**src/design/auto_mute_pkg.sv**
```systemverilog
// Constants for the auto-mute and emergency ramp register bank.
package auto_mute_pkg;

	// APB geometry
	localparam int ADDR_W = 12;
	localparam int DATA_W = 32;
	localparam int INDEX_W = ADDR_W - 2;

	// Register indexes; byte address is four times the index
	localparam logic [INDEX_W-1:0] IDX_EMERGENCY_RAMP = 10'h04F;
	localparam logic [INDEX_W-1:0] IDX_AUTO_MUTE_CONTROL = 10'h050;
	localparam logic [INDEX_W-1:0] IDX_AUTO_MUTE_DURATION = 10'h051;
	localparam logic [INDEX_W-1:0] IDX_OUTPUT_STAGE_BANDWIDTH = 10'h053;
	localparam logic [INDEX_W-1:0] IDX_MUTE_STATUS = 10'h058;

	// Reset values
	localparam logic [7:0] RST_EMERGENCY_RAMP = 8'h30;
	localparam logic [7:0] RST_AUTO_MUTE_CONTROL = 8'h07;
	localparam logic [7:0] RST_AUTO_MUTE_DURATION = 8'h00;
	localparam logic [7:0] RST_OUTPUT_STAGE_BANDWIDTH = 8'h00;

	// Field positions
	localparam int LEFT_ENABLE_BIT = 0;
	localparam int RIGHT_ENABLE_BIT = 1;
	localparam int GROUP_MUTE_BIT = 2;
	localparam int LEFT_RUN_LSB = 4;
	localparam int RIGHT_RUN_LSB = 0;
	localparam int RUN_CODE_W = 3;
	localparam int BANDWIDTH_LSB = 5;
	localparam int BANDWIDTH_W = 2;
	localparam int EMERGENCY_SPEED_LSB = 6;
	localparam int EMERGENCY_STEP_LSB = 4;
	localparam int STAT_LEFT_MUTED_BIT = 0;
	localparam int STAT_RIGHT_MUTED_BIT = 1;
	localparam int STAT_EMERGENCY_BIT = 2;
	localparam int STAT_LEFT_SILENT_BIT = 3;
	localparam int STAT_RIGHT_SILENT_BIT = 4;

	// Emergency speed codes
	localparam logic [1:0] SPEED_EVERY_1 = 2'h0;
	localparam logic [1:0] SPEED_EVERY_2 = 2'h1;
	localparam logic [1:0] SPEED_EVERY_4 = 2'h2;
	localparam logic [1:0] SPEED_INSTANT = 2'h3;
	localparam logic [1:0] PHASE_MASK_1 = 2'h0;
	localparam logic [1:0] PHASE_MASK_2 = 2'h1;
	localparam logic [1:0] PHASE_MASK_4 = 2'h3;

	// Attenuation in 0.5 dB units; all ones is mute
	localparam logic [7:0] ATTEN_NONE = 8'h00;
	localparam logic [7:0] ATTEN_MUTE = 8'hFF;
	localparam logic [7:0] STEP_4_DB = 8'h08;
	localparam logic [7:0] STEP_2_DB = 8'h04;
	localparam logic [7:0] STEP_1_DB = 8'h02;
	localparam logic [7:0] STEP_HALF_DB = 8'h01;
	localparam logic [7:0] NORMAL_STEP = 8'h01;

	// Timing: sample rate and clock
	localparam int CLOCK_KHZ = 100000;
	localparam int RATE_KHZ = 96;
	localparam int SAMPLE_DIV = CLOCK_KHZ / RATE_KHZ;
	localparam int RUN_W = 19;
	localparam int ZERO_RUN_US [8] = '{11500, 53000, 106500, 266500, 535000, 1065000, 2665000, 5330000};

	// Zero-run length in samples at the reference rate
	function automatic logic [RUN_W-1:0] zero_run_limit(input logic [RUN_CODE_W-1:0] code);
		zero_run_limit = RUN_W'(ZERO_RUN_US[code] * RATE_KHZ / 1000);
	endfunction

	// Emergency step size in attenuation units
	function automatic logic [7:0] emergency_step(input logic [1:0] code);
		case (code)
			2'h0: emergency_step = STEP_4_DB;
			2'h1: emergency_step = STEP_2_DB;
			2'h2: emergency_step = STEP_1_DB;
			default: emergency_step = STEP_HALF_DB;
		endcase
	endfunction

endpackage

```
**src/design/auto_mute_ramp.sv**
```systemverilog
// Sample FIFO and the auto-mute / emergency ramp block with its APB registers.
//
// Local design decision: the APB slave port.
`timescale 1ns/1ns

module sample_fifo #(
	parameter int WIDTH = 48,
	parameter int DEPTH = 16
) (
	// Clock and reset
	input wire logic clk,
	input wire logic rst_n,
	// Fill side
	input wire logic in_valid,
	output logic in_ready,
	input wire logic [WIDTH-1:0] in_data,
	// Drain side
	output logic out_valid,
	input wire logic out_ready,
	output logic [WIDTH-1:0] out_data
);
	localparam int AW = $clog2(DEPTH);

	typedef struct packed {
		logic [DEPTH-1:0][WIDTH-1:0] mem;
		logic [AW-1:0] wr_ptr;
		logic [AW-1:0] rd_ptr;
		logic [AW:0] count;
		logic room;
		logic filled;
	} fifo_state_t;

	fifo_state_t q;
	fifo_state_t next_q;
	logic push;
	logic pop;

	// Flags are registered so in_ready and out_valid come straight from flops
	assign in_ready = q.room;
	assign out_valid = q.filled;
	assign out_data = q.mem[q.rd_ptr];

	// Pointer wrap assumes a power-of-two depth
	always_comb begin
		next_q = q;
		push = in_valid && q.room;
		pop = out_ready && q.filled;
		if (push) begin
			next_q.mem[q.wr_ptr] = in_data;
			next_q.wr_ptr = q.wr_ptr + AW'(1);
		end
		if (pop) begin
			next_q.rd_ptr = q.rd_ptr + AW'(1);
		end
		next_q.count = q.count + (AW + 1)'(push) - (AW + 1)'(pop);
		next_q.room = next_q.count != (AW + 1)'(DEPTH);
		next_q.filled = next_q.count != '0;
	end

	// State register
	always_ff @(posedge clk or negedge rst_n) begin
		if (!rst_n) begin
			q <= '0;
			q.room <= 1'b1;
		end else begin
			q <= next_q;
		end
	end
endmodule // sample_fifo

module auto_mute_ramp
	import auto_mute_pkg::*;
#(
	parameter int SAMPLE_W = 24,
	parameter int FIFO_DEPTH = 16,
	parameter int SAMPLE_DIVIDER = SAMPLE_DIV,
	parameter int RUN_SHIFT = 0
) (
	// APB slave
	input wire logic pclk,
	input wire logic presetn,
	input wire logic psel,
	input wire logic penable,
	input wire logic pwrite,
	input wire logic [ADDR_W-1:0] paddr,
	input wire logic [DATA_W-1:0] pwdata,
	output logic [DATA_W-1:0] prdata,
	output logic pready,
	output logic pslverr,
	// Incoming sample frames
	input wire logic in_valid,
	output logic in_ready,
	input wire logic [SAMPLE_W-1:0] in_left,
	input wire logic [SAMPLE_W-1:0] in_right,
	// Outgoing sample frames, one per sample period while the FIFO holds a frame
	output logic out_valid,
	output logic [SAMPLE_W-1:0] out_left,
	output logic [SAMPLE_W-1:0] out_right,
	output logic [7:0] left_attenuation,
	output logic [7:0] right_attenuation,
	// Fault inputs that force an emergency ramp
	input wire logic clock_fault,
	input wire logic supply_loss,
	// Status and analog control
	output logic left_muted,
	output logic right_muted,
	output logic [BANDWIDTH_W-1:0] loop_bandwidth_select
);
	localparam int DIV_W = $clog2(SAMPLE_DIVIDER + 1);
	localparam int FRAME_W = 2 * SAMPLE_W;

	typedef struct packed {
		logic [7:0] auto_mute_control;
		logic [7:0] auto_mute_duration;
		logic [7:0] output_stage_bandwidth;
		logic [7:0] emergency_ramp_control;
		logic [DATA_W-1:0] rdata;
		logic ready;
		logic slverr;
		logic [DIV_W-1:0] div;
		logic [1:0] phase;
		logic emergency;
		logic [1:0][RUN_W-1:0] run;
		logic [1:0] muted;
		logic [1:0][7:0] atten;
		logic ovalid;
		logic [1:0][SAMPLE_W-1:0] osample;
	} state_t;

	state_t q;
	state_t next_q;

	logic tick;
	logic frame_valid;
	logic [FRAME_W-1:0] frame;
	logic [1:0][SAMPLE_W-1:0] sample;
	logic [1:0][RUN_W-1:0] next_run;
	logic [1:0] qualify;
	logic [1:0] want_mute;
	logic [INDEX_W-1:0] index;
	logic aligned;
	logic [1:0] speed;
	logic [1:0] phase_mask;
	logic [7:0] step;
	logic update_due;
	logic [8:0] sum;

	// Sample-rate enable: one pulse per sample period
	assign tick = q.div == DIV_W'(SAMPLE_DIVIDER - 1);

	// A frame is taken only on the sample tick, so a fast source fills the FIFO and stalls
	sample_fifo #(
		.WIDTH(FRAME_W),
		.DEPTH(FIFO_DEPTH)
	) frame_buffer (
		.clk(pclk),
		.rst_n(presetn),
		.in_valid(in_valid),
		.in_ready(in_ready),
		.in_data({in_right, in_left}),
		.out_valid(frame_valid),
		.out_ready(tick),
		.out_data(frame)
	);

	assign sample[0] = frame[SAMPLE_W-1:0];
	assign sample[1] = frame[FRAME_W-1:SAMPLE_W];

	// Per-channel zero-run counting and qualification
	for (genvar c = 0; c < 2; c++) begin : chan
		localparam int RUN_LSB = (c == 0) ? LEFT_RUN_LSB : RIGHT_RUN_LSB;
		localparam int ENABLE_BIT = (c == 0) ? LEFT_ENABLE_BIT : RIGHT_ENABLE_BIT;
		logic [RUN_W-1:0] limit;
		logic [RUN_W-1:0] run_next;

		// Fixed sample counts, so real time scales with the rate
		assign limit = zero_run_limit(q.auto_mute_duration[RUN_LSB +: RUN_CODE_W]) >> RUN_SHIFT;

		// Nonzero sample restarts the run; counter saturates at the limit
		always_comb begin
			if (tick && frame_valid) begin
				if (sample[c] != '0) begin
					run_next = '0;
				end else if (q.run[c] < limit) begin
					run_next = q.run[c] + RUN_W'(1);
				end else begin
					run_next = q.run[c];
				end
			end else begin
				run_next = q.run[c];
			end
		end

		// Local value keeps one process per shared vector slice
		assign next_run[c] = run_next;

		// Enable bit gates qualification
		assign qualify[c] = q.auto_mute_control[ENABLE_BIT] && run_next >= limit;
	end

	// Joint mode mutes only when both channels qualify
	assign want_mute = q.auto_mute_control[GROUP_MUTE_BIT] ? {2{&qualify}} : qualify;

	// Emergency ramp pacing and step size
	assign speed = q.emergency_ramp_control[EMERGENCY_SPEED_LSB +: 2];
	assign step = emergency_step(q.emergency_ramp_control[EMERGENCY_STEP_LSB +: 2]);
	always_comb begin
		case (speed)
			SPEED_EVERY_1: phase_mask = PHASE_MASK_1;
			SPEED_EVERY_2: phase_mask = PHASE_MASK_2;
			SPEED_EVERY_4: phase_mask = PHASE_MASK_4;
			default: phase_mask = PHASE_MASK_1;
		endcase
	end
	assign update_due = tick && ((q.phase & phase_mask) == 2'h0);

	// APB word decode; byte lanes below a word are not addressable
	assign index = paddr[ADDR_W-1:2];
	assign aligned = paddr[1:0] == 2'h0;

	// Next state
	always_comb begin
		next_q = q;
		sum = '0;

		// Setup phase latches read data so the access phase answers from flops
		next_q.ready = psel && !penable;
		if (psel && !penable) begin
			next_q.slverr = 1'b0;
			next_q.rdata = '0;
			if (!aligned) begin
				next_q.slverr = 1'b1;
			end else begin
				case (index)
					IDX_EMERGENCY_RAMP: next_q.rdata[7:0] = q.emergency_ramp_control;
					IDX_AUTO_MUTE_CONTROL: next_q.rdata[7:0] = q.auto_mute_control;
					IDX_AUTO_MUTE_DURATION: next_q.rdata[7:0] = q.auto_mute_duration;
					IDX_OUTPUT_STAGE_BANDWIDTH: next_q.rdata[7:0] = q.output_stage_bandwidth;
					IDX_MUTE_STATUS: begin
						next_q.rdata[STAT_LEFT_MUTED_BIT] = q.muted[0];
						next_q.rdata[STAT_RIGHT_MUTED_BIT] = q.muted[1];
						next_q.rdata[STAT_EMERGENCY_BIT] = q.emergency;
						next_q.rdata[STAT_LEFT_SILENT_BIT] = q.atten[0] == ATTEN_MUTE;
						next_q.rdata[STAT_RIGHT_SILENT_BIT] = q.atten[1] == ATTEN_MUTE;
					end
					default: next_q.slverr = 1'b1;
				endcase
			end
		end

		// Writes land on the completing access edge; status is read-only
		if (psel && penable && q.ready && pwrite && aligned) begin
			case (index)
				IDX_EMERGENCY_RAMP: next_q.emergency_ramp_control = pwdata[7:0];
				IDX_AUTO_MUTE_CONTROL: next_q.auto_mute_control = pwdata[7:0];
				IDX_AUTO_MUTE_DURATION: next_q.auto_mute_duration = pwdata[7:0];
				IDX_OUTPUT_STAGE_BANDWIDTH: next_q.output_stage_bandwidth = pwdata[7:0];
				default: next_q.ready = 1'b0;
			endcase
			next_q.ready = 1'b0;
		end

		// Sample-rate divider and ramp phase
		next_q.div = tick ? '0 : q.div + DIV_W'(1);
		if (tick) begin
			next_q.phase = q.phase + 2'h1;
		end

		// Fault state sampled every cycle
		next_q.emergency = clock_fault || supply_loss;

		// Zero runs and the auto-mute decision, one frame at a time
		next_q.run = next_run;
		if (tick && frame_valid) begin
			next_q.muted = want_mute;
		end

		// Attenuation ramp per channel
		for (int c = 0; c < 2; c++) begin
			if (q.emergency) begin
				if (speed == SPEED_INSTANT) begin
					next_q.atten[c] = ATTEN_MUTE;
				end else if (update_due) begin
					sum = {1'b0, q.atten[c]} + {1'b0, step};
					next_q.atten[c] = (sum > {1'b0, ATTEN_MUTE}) ? ATTEN_MUTE : sum[7:0];
				end
			end else if (tick) begin
				// Normal soft ramp toward mute or back to full level
				if (q.muted[c]) begin
					sum = {1'b0, q.atten[c]} + {1'b0, NORMAL_STEP};
					next_q.atten[c] = (sum > {1'b0, ATTEN_MUTE}) ? ATTEN_MUTE : sum[7:0];
				end else if (q.atten[c] > NORMAL_STEP) begin
					next_q.atten[c] = q.atten[c] - NORMAL_STEP;
				end else begin
					next_q.atten[c] = ATTEN_NONE;
				end
			end
		end

		// Output frame; gain scaling itself happens downstream, only hard mute is applied here
		next_q.ovalid = tick && frame_valid;
		if (tick && frame_valid) begin
			for (int c = 0; c < 2; c++) begin
				next_q.osample[c] = (q.atten[c] == ATTEN_MUTE) ? '0 : sample[c];
			end
		end
	end

	// State register
	always_ff @(posedge pclk or negedge presetn) begin
		if (!presetn) begin
			q <= '0;
			q.auto_mute_control <= RST_AUTO_MUTE_CONTROL;
			q.auto_mute_duration <= RST_AUTO_MUTE_DURATION;
			q.output_stage_bandwidth <= RST_OUTPUT_STAGE_BANDWIDTH;
			q.emergency_ramp_control <= RST_EMERGENCY_RAMP;
		end else begin
			q <= next_q;
		end
	end

	// Outputs straight from the state register
	assign prdata = q.rdata;
	assign pready = q.ready;
	assign pslverr = q.slverr;
	assign out_valid = q.ovalid;
	assign out_left = q.osample[0];
	assign out_right = q.osample[1];
	assign left_attenuation = q.atten[0];
	assign right_attenuation = q.atten[1];
	assign left_muted = q.muted[0];
	assign right_muted = q.muted[1];
	assign loop_bandwidth_select = q.output_stage_bandwidth[BANDWIDTH_LSB +: BANDWIDTH_W];
endmodule // auto_mute_ramp

```
**config.mk**
```make
export PLATFORM = sky130hd
export DESIGN_NAME = auto_mute_ramp
export DESIGN_NICKNAME = d
export VERILOG_FILES = /design/src/design/auto_mute_pkg.sv /design/src/design/auto_mute_ramp.sv
export SDC_FILE = /design/constraint.sdc
export NUM_CORES = 2
export LEC_CHECK = 0
export BUFFER_PORTS_ARGS = -buffer_cell sky130_fd_sc_hd__buf_2
export CAP_MARGIN = 20
export CORE_ASPECT_RATIO = 0.9
export CORE_MARGIN = 2
export CORE_UTILIZATION = 30
export CTS_CLUSTER_SIZE = 16
export DETAILED_ROUTE_END_ITERATION = 10
export REMOVE_ABC_BUFFERS = 1
export SYNTH_ARGS = -nofsm -noshare
export SYNTH_HDL_FRONTEND = slang
export SYNTH_HIERARCHICAL = 1
export SYNTH_SLANG_ARGS = --single-unit
```
**constraint.sdc**
```tcl
create_clock -name pclk -period 34 [get_ports pclk]
set_clock_uncertainty 0.05 [all_clocks]
set_input_delay 6.8 -clock pclk [delete_from_list [all_inputs] [get_ports pclk]]
set_output_delay 6.8 -clock pclk [all_outputs]
set_load 0.03 [all_outputs]
```
# Word level (Yosys, flattened, before mapping)
# Memory sizes are Yosys's and may differ from the RTL's.
# Index checks and enable logic that the tools add are counted.
# op_classes
n_addsub	14
multipliers	2
n_div	2
order_cmp	15
n_eq_ne	15
mux	43
bitwise_logic	3
n_reduce_logical	27
# ops
cell	count
bitwise mux 768 bit	1
binary-select mux 48 bit (select 4 bit)	1
demux 48 bit (select 4 bit)	1
two-way mux 8 bit	17
two-way mux 32 bit	4
two-way mux 19 bit	6
two-way mux 48 bit	2
divider 32 x 11 -> 32 bit (second input constant)	2
multiplier 32 x 3 -> 27 bit (second input constant)	2
== test 10 x 7 -> 1 bit (second input constant)	5
two-way mux 24 bit	2
nonzero test 24 bit	2
adder 19 x 1 -> 19 bit (second input constant)	2
>= comparator 19 bit	2
< comparator 19 bit	2
> comparator 9 x 8 -> 1 bit (second input constant)	4
case mux 5 bit (5 select lines)	1
adder 8 x 1 -> 9 bit (second input constant)	2
adder 8 x 8 -> 9 bit	2
== test 8 bit (second input constant)	2
> comparator 8 x 1 -> 1 bit (second input constant)	2
subtractor 8 x 1 -> 8 bit (second input constant)	2
case mux 3 bit (4 select lines)	1
case mux 4 bit (3 select lines)	1
other kinds (27)	53
# totals
register_bits	944
rom_bits	512
input_bits	100
output_inout_bits	104
wordCells	162
mem_count	2
# mem_list
name	depth	word_bits	read_ports	rd_clocked_by_memory_dff	wr	line	source
(no name shown)	8	32	1	0	0	auto_mute_pkg.sv:66	zero_run_limit = RUN_W'(ZERO_RUN_US[code] * RATE_KHZ / 1000);
(no name shown)	8	32	1	0	0	auto_mute_pkg.sv:66	

# Logic depth before layout (Yosys ltp)
# depth
word_depth	14
ltp_mapped	130
mapped_depth_nobuf	114

# Hierarchy
# Netlist, hierarchy kept.
# by_module_without_submodules
module	instances	cells_per_inst	area_per_inst_um2	seq_area_each_um2
auto_mute_ramp	1	4732	35461.5	4035.1
sample_fifo	1	2162	34991.1	19595.0

# Worst setup path before layout
# Ideal clock, no wire load.
# synth_path
kind	register -> register
start	reg q[169] (netlist name)
end	reg q, in the netlist left_muted
setup_ns	0.134
arrival_time_ns	24.314
t_required_ns	33.816
slack_ns	9.503
stages_incl_launch_ff	121
path_buffers	14
synth_period_minus_slack_ns	24.497
path_cell_list	dfrtp_1 buf_4 clkbuf_1 inv_1 ha_1 inv_1 o21ai_0 ha_1 ha_1 nand4_1 a211o_1 nand2_1 o211ai_2 nand2_1 ha_1 nand2_1 a2111o_1 a311o_1 [... 85 more ...] a21oi_1 nor2b_1 o21ai_0 nand2b_1 a21oi_1 nor2b_1 o21ai_0 nand2b_1 a21oi_1 nor2b_1 o21ai_0 nand2b_1 a21oi_1 nor2b_1 o21ai_0 a21oi_1 nand2_1 o21ai_0
# synth_lines
item	line	source
end signal, assigned	auto_mute_ramp.sv:318	q <= next_q;
end, declared	auto_mute_ramp.sv:130	state_t q;

==> impl_metrics.py <==
metrics = {
    "hold_path": {
        "min_delay_worst_endpoint": "out_right[20]",
        "min_delay_path_class": "reg -> reg",
        "hold_path_startpoint": "out_right[20]",
        "hold-path-cell-count": 2,
    },
    "grt": {
        "grt_overflow_total": 0,
        "grt_max_degree": 164,
        "grtUsageTotal": 0.1722,
        "grt_first_pass_wirelength_um": 331400,
        "number_of_global_route_vias_before_repair": 55464,
        "antenna_found_initial": 43,
    },
    "yosys": {
        "number_of_instances_in_the_synthesized_netlist": 6894,
        "number_of_flops_mapped_to_enable_cells_by_yosys": 0,
        "ys_seq_area_frac": 0.3354,
        "post_synth_main_area_contributors": "dfrtp_1, mux2_2, mux4_2",
        "ys_seq_elements": 944,
        "yosys-top-cells-count": "dfrtp_1, mux2_2, nand2_1",
        "syn_area_per_cell_um2": 10.22,
        "post_synth_top_area_cell": "dfrtp_1",
        "yosysWarnings": 6,
        "synth_cell_types": 198,
        "synth_area_um2": 70450,
        "yosysMostFrequentCell": "dfrtp_1",
        "synth_top_flop_cell": "dfrtp_1",
        "ys_async_sr_fraction": 1.000,
        "synth.top_cell.area_share": 0.3332,
    },
    "clock_tree": {
        "register_clock_pin_slew_on_the_reported_worst_setup_and_hold_paths_ns": 0.06,
        "cts_hold_buffers": 0,
        "cts.root.buffer_cell": "clkbuf_16",
        "cts-htree-levels": 3,
        "clock_tree.buffer_depth": 3,
        "cts_tree": "yes",
        "cts_made_buffers": 95,
        "tritoncts_num_sinks": 944,
        "clock_network_latency_to_the_later_pin_of_the_worst_skew_pair_ns": 0.73,
    },
    "job": {
        "drv_cap": 0,
    },
    "timing": {
        "layout_worst_path_cycle_share": 0.9216,
        "fmax_mhz": 31.91,
        "hold_slack_ns": 0.4117,
        "min_period_ns": 31.34,
        "setup_total_negative_slack_ns": 0,
        "setup_viol": 0,
        "hold_viol_final": 0,
        "setup_repair_after_global_routing_missed_its_margin": "false",
        "slew_headroom": 0.2075,
        "worst-slew-pin-transition_ns": 1.189,
        "report.final.slew_viol_count": 0,
    },
    "critical_path": {
        "worst-endpoint-arrival_ns": 31.82,
        "crit_path_max_incr_delay_ns": 0.79,
        "standard_cell_with_the_maximum_stage_delay_on_the_critical_path": "or4_1",
        "worst-r2r-cell-count": 112,
        "critPathLaunch": "q[170]",
        "r2r_slack_ns": 2.66,
        "timing.rr.start": "q[170]",
        "required_ns": 34.49,
        "kind_of_launch_point_of_the_worst_setup_path": "flip-flop",
        "r2r-end": "left_muted",
        "worst-setup-path-type": "reg -> reg",
        "critical_path.endpoint_type": "flip-flop",
        "worst-path-max-fanout": 20,
    },
    "final_layout": {
        "drive_above_1_share": 0.2740,
        "final_core_utilization": 0.3277,
        "flow.area_growth_from_synthesis_pct": 8.441,
        "final_net_count": 7044,
    },
    "power_and_ir_drop": {
        "power_density_nw_per_um2": 61.60,
        "switching_power_as_a_share_of_total_power": 0.3427,
        "vdd.ir_drop.worst_uv": 43.51,
        "power_dissipated_by_switching_net_loads_uw": 1613,
        "clk_pwr_share": 0.231,
        "report.power.total_uw": 4706,
        "internal_power_uw": 3093,
        "sequentialPowerShare": 0.383,
        "leakage_uw": 0.03067,
        "power.combinational.fraction": 0.386,
    },
    "placement": {
        "io_buffers": 155,
        "place.detailed.hpwl_um": 145500,
        "globalplace.congestion": 0.9089,
    },
    "run_status": {
        "run_status": "finished clean",
    },
    "detailed_routing": {
        "num_vias": 56317,
        "routedWlPerCell_um": 21.34,
        "viasPerCell": 5.691,
        "drt_first_pass_iters": 8,
        "antenna_violating_nets_post_route": 0,
        "route.detailed.drc": 0,
        "number_of_drc_markers_after_the_initial_detailed_route_iteration": 4924,
        "aggregate_routed_wire_length_um": 211200,
    },
    "floorplanning": {
        "rows": 168,
        "chipHeight_um": 463.7,
        "initial_utilization": 0.3022,
        "io-pin-count": 204,
        "core_um2": 233100,
        "die_width_um": 514.8,
        "die_area_um2": 238700,
    },
}
stage by stage:
stage               instances  cell area (um^2)  setup slack [ns]
CTS                      9873             76160             1.661
global route             9893             76390            0.1852
floorplan                6406             67430             7.300
finish                   9896             76400             2.664
detailed placement       9703             72870             1.694
global placement         9701             72860             2.050
worst max path at each step:
stage | endpoint | slack (ns) | cells past startpoint
2_1_floorplan | left_muted | 7.30 | 109
3_3_place_gp | left_muted | 2.05 | 111
3_5_place_dp | left_muted | 1.69 | 109
4_1_cts | left_muted | 1.66 | 109
5_1_grt | left_muted | 0.19 | 112
6_report | left_muted | 2.66 | 112
sequential cells by signal (all words and copies together), names as in the netlist:
| register | flops |
|---|---|
| right_attenuation | 8 |
| frame_buffer/in_ready | 1 |
| out_valid | 1 |
| pready | 1 |
| out_right | 24 |
| q | 82 |
| frame_buffer/q | 781 |
| loop_bandwidth_select | 2 |
| out_left | 24 |
| left_attenuation | 8 |
| frame_buffer/out_valid | 1 |
| pslverr | 1 |
| right_muted | 1 |
| left_muted | 1 |
| prdata | 8 |
what timing repair did:
action | CTS | global route
endpoints found under the setup margin | 0 | 2
gates resized for setup | 0 | 5
buffers inserted | 0 | 2
metal layers:
metal	track usage	share of wire	vias up	wire [um]
met2	0.2747	0.46	1738	97690
met4	0.04309	0.022	34	4568
met1	0.2410	0.45	28596	95610
met5	0	0.00097	-	205
met3	0.02852	0.062	307	13080
li1	-	-	25642	-
area by class of cell:
| cell class | count | area (um^2) |
|---|---|---|
| fillers | 23331 | 156700 |
| multi-input cells | 5313 | 43410 |
| flip-flops and latches | 944 | 23640 |
| well taps | 3060 | 3829 |
| clock buffers | 140 | 2867 |
| repair buffers | 245 | 1602 |
| inverters | 149 | 600.6 |
| clock inverters | 30 | 417.9 |
| diodes | 14 | 35.03 |
| repair inverters | 1 | 5.005 |
cell usage in the layout, fill, tap and decap left out, types with 69 or more instances in the layout:
cell type / n
dfrtp_1: 935
mux2_2: 817
nand2_1: 524
nor2_1: 386
xnor2_1: 265
a21oi_1: 259
nand3_1: 228
o21ai_0: 214
mux4_2: 192
ha_1: 190
buf_2: 156
nor3_1: 155
inv_1: 123
a22oi_1: 113
clkbuf_16: 95
nand4_1: 88
a31oi_1: 85
xor2_1: 82
buf_4: 80
nor4_1: 69
and3_1: 69
worst max-delay path, delay by kind of cell (launching register included):
| family | cells | cell delay, ns |
|---|---|---|
| AOI/OAI and AO/OA | 46 | 11.95 |
| muxes | 3 | 1.11 |
| and+or+nand+nor | 44 | 11.47 |
| DFF | 1 | 0.63 |
| buffers and inverters | 9 | 2.28 |
| xor gates and xnor gates | 2 | 0.83 |
| adders and majority gates | 8 | 2.74 |
power by group through the flow:
stage	registers (uW)	clock network, uW	logic, uW
final	1800	1090	1820
after global routing	1850	1160	1970
after CTS	1800	1110	1800
after detailed placement	1820	0	1790
after global placement	1770	0	1740
after floorplan	1740	0	1400
logic make-up after synthesis:
| group | synth area share |
|---|---|
| AND/OR/NAND/NOR | 0.1599 |
| AO/OA/AOI/OAI | 0.1623 |
| multiplexers | 0.2051 |
| flip-flops | 0.3354 |
| buffers and inverters | 0.05273 |
| XOR/XNOR | 0.04818 |
| adder cells (fa/ha/maj) | 0.03632 |
| other | 0.00005323 |
Power figures use the tool's default switching activity.
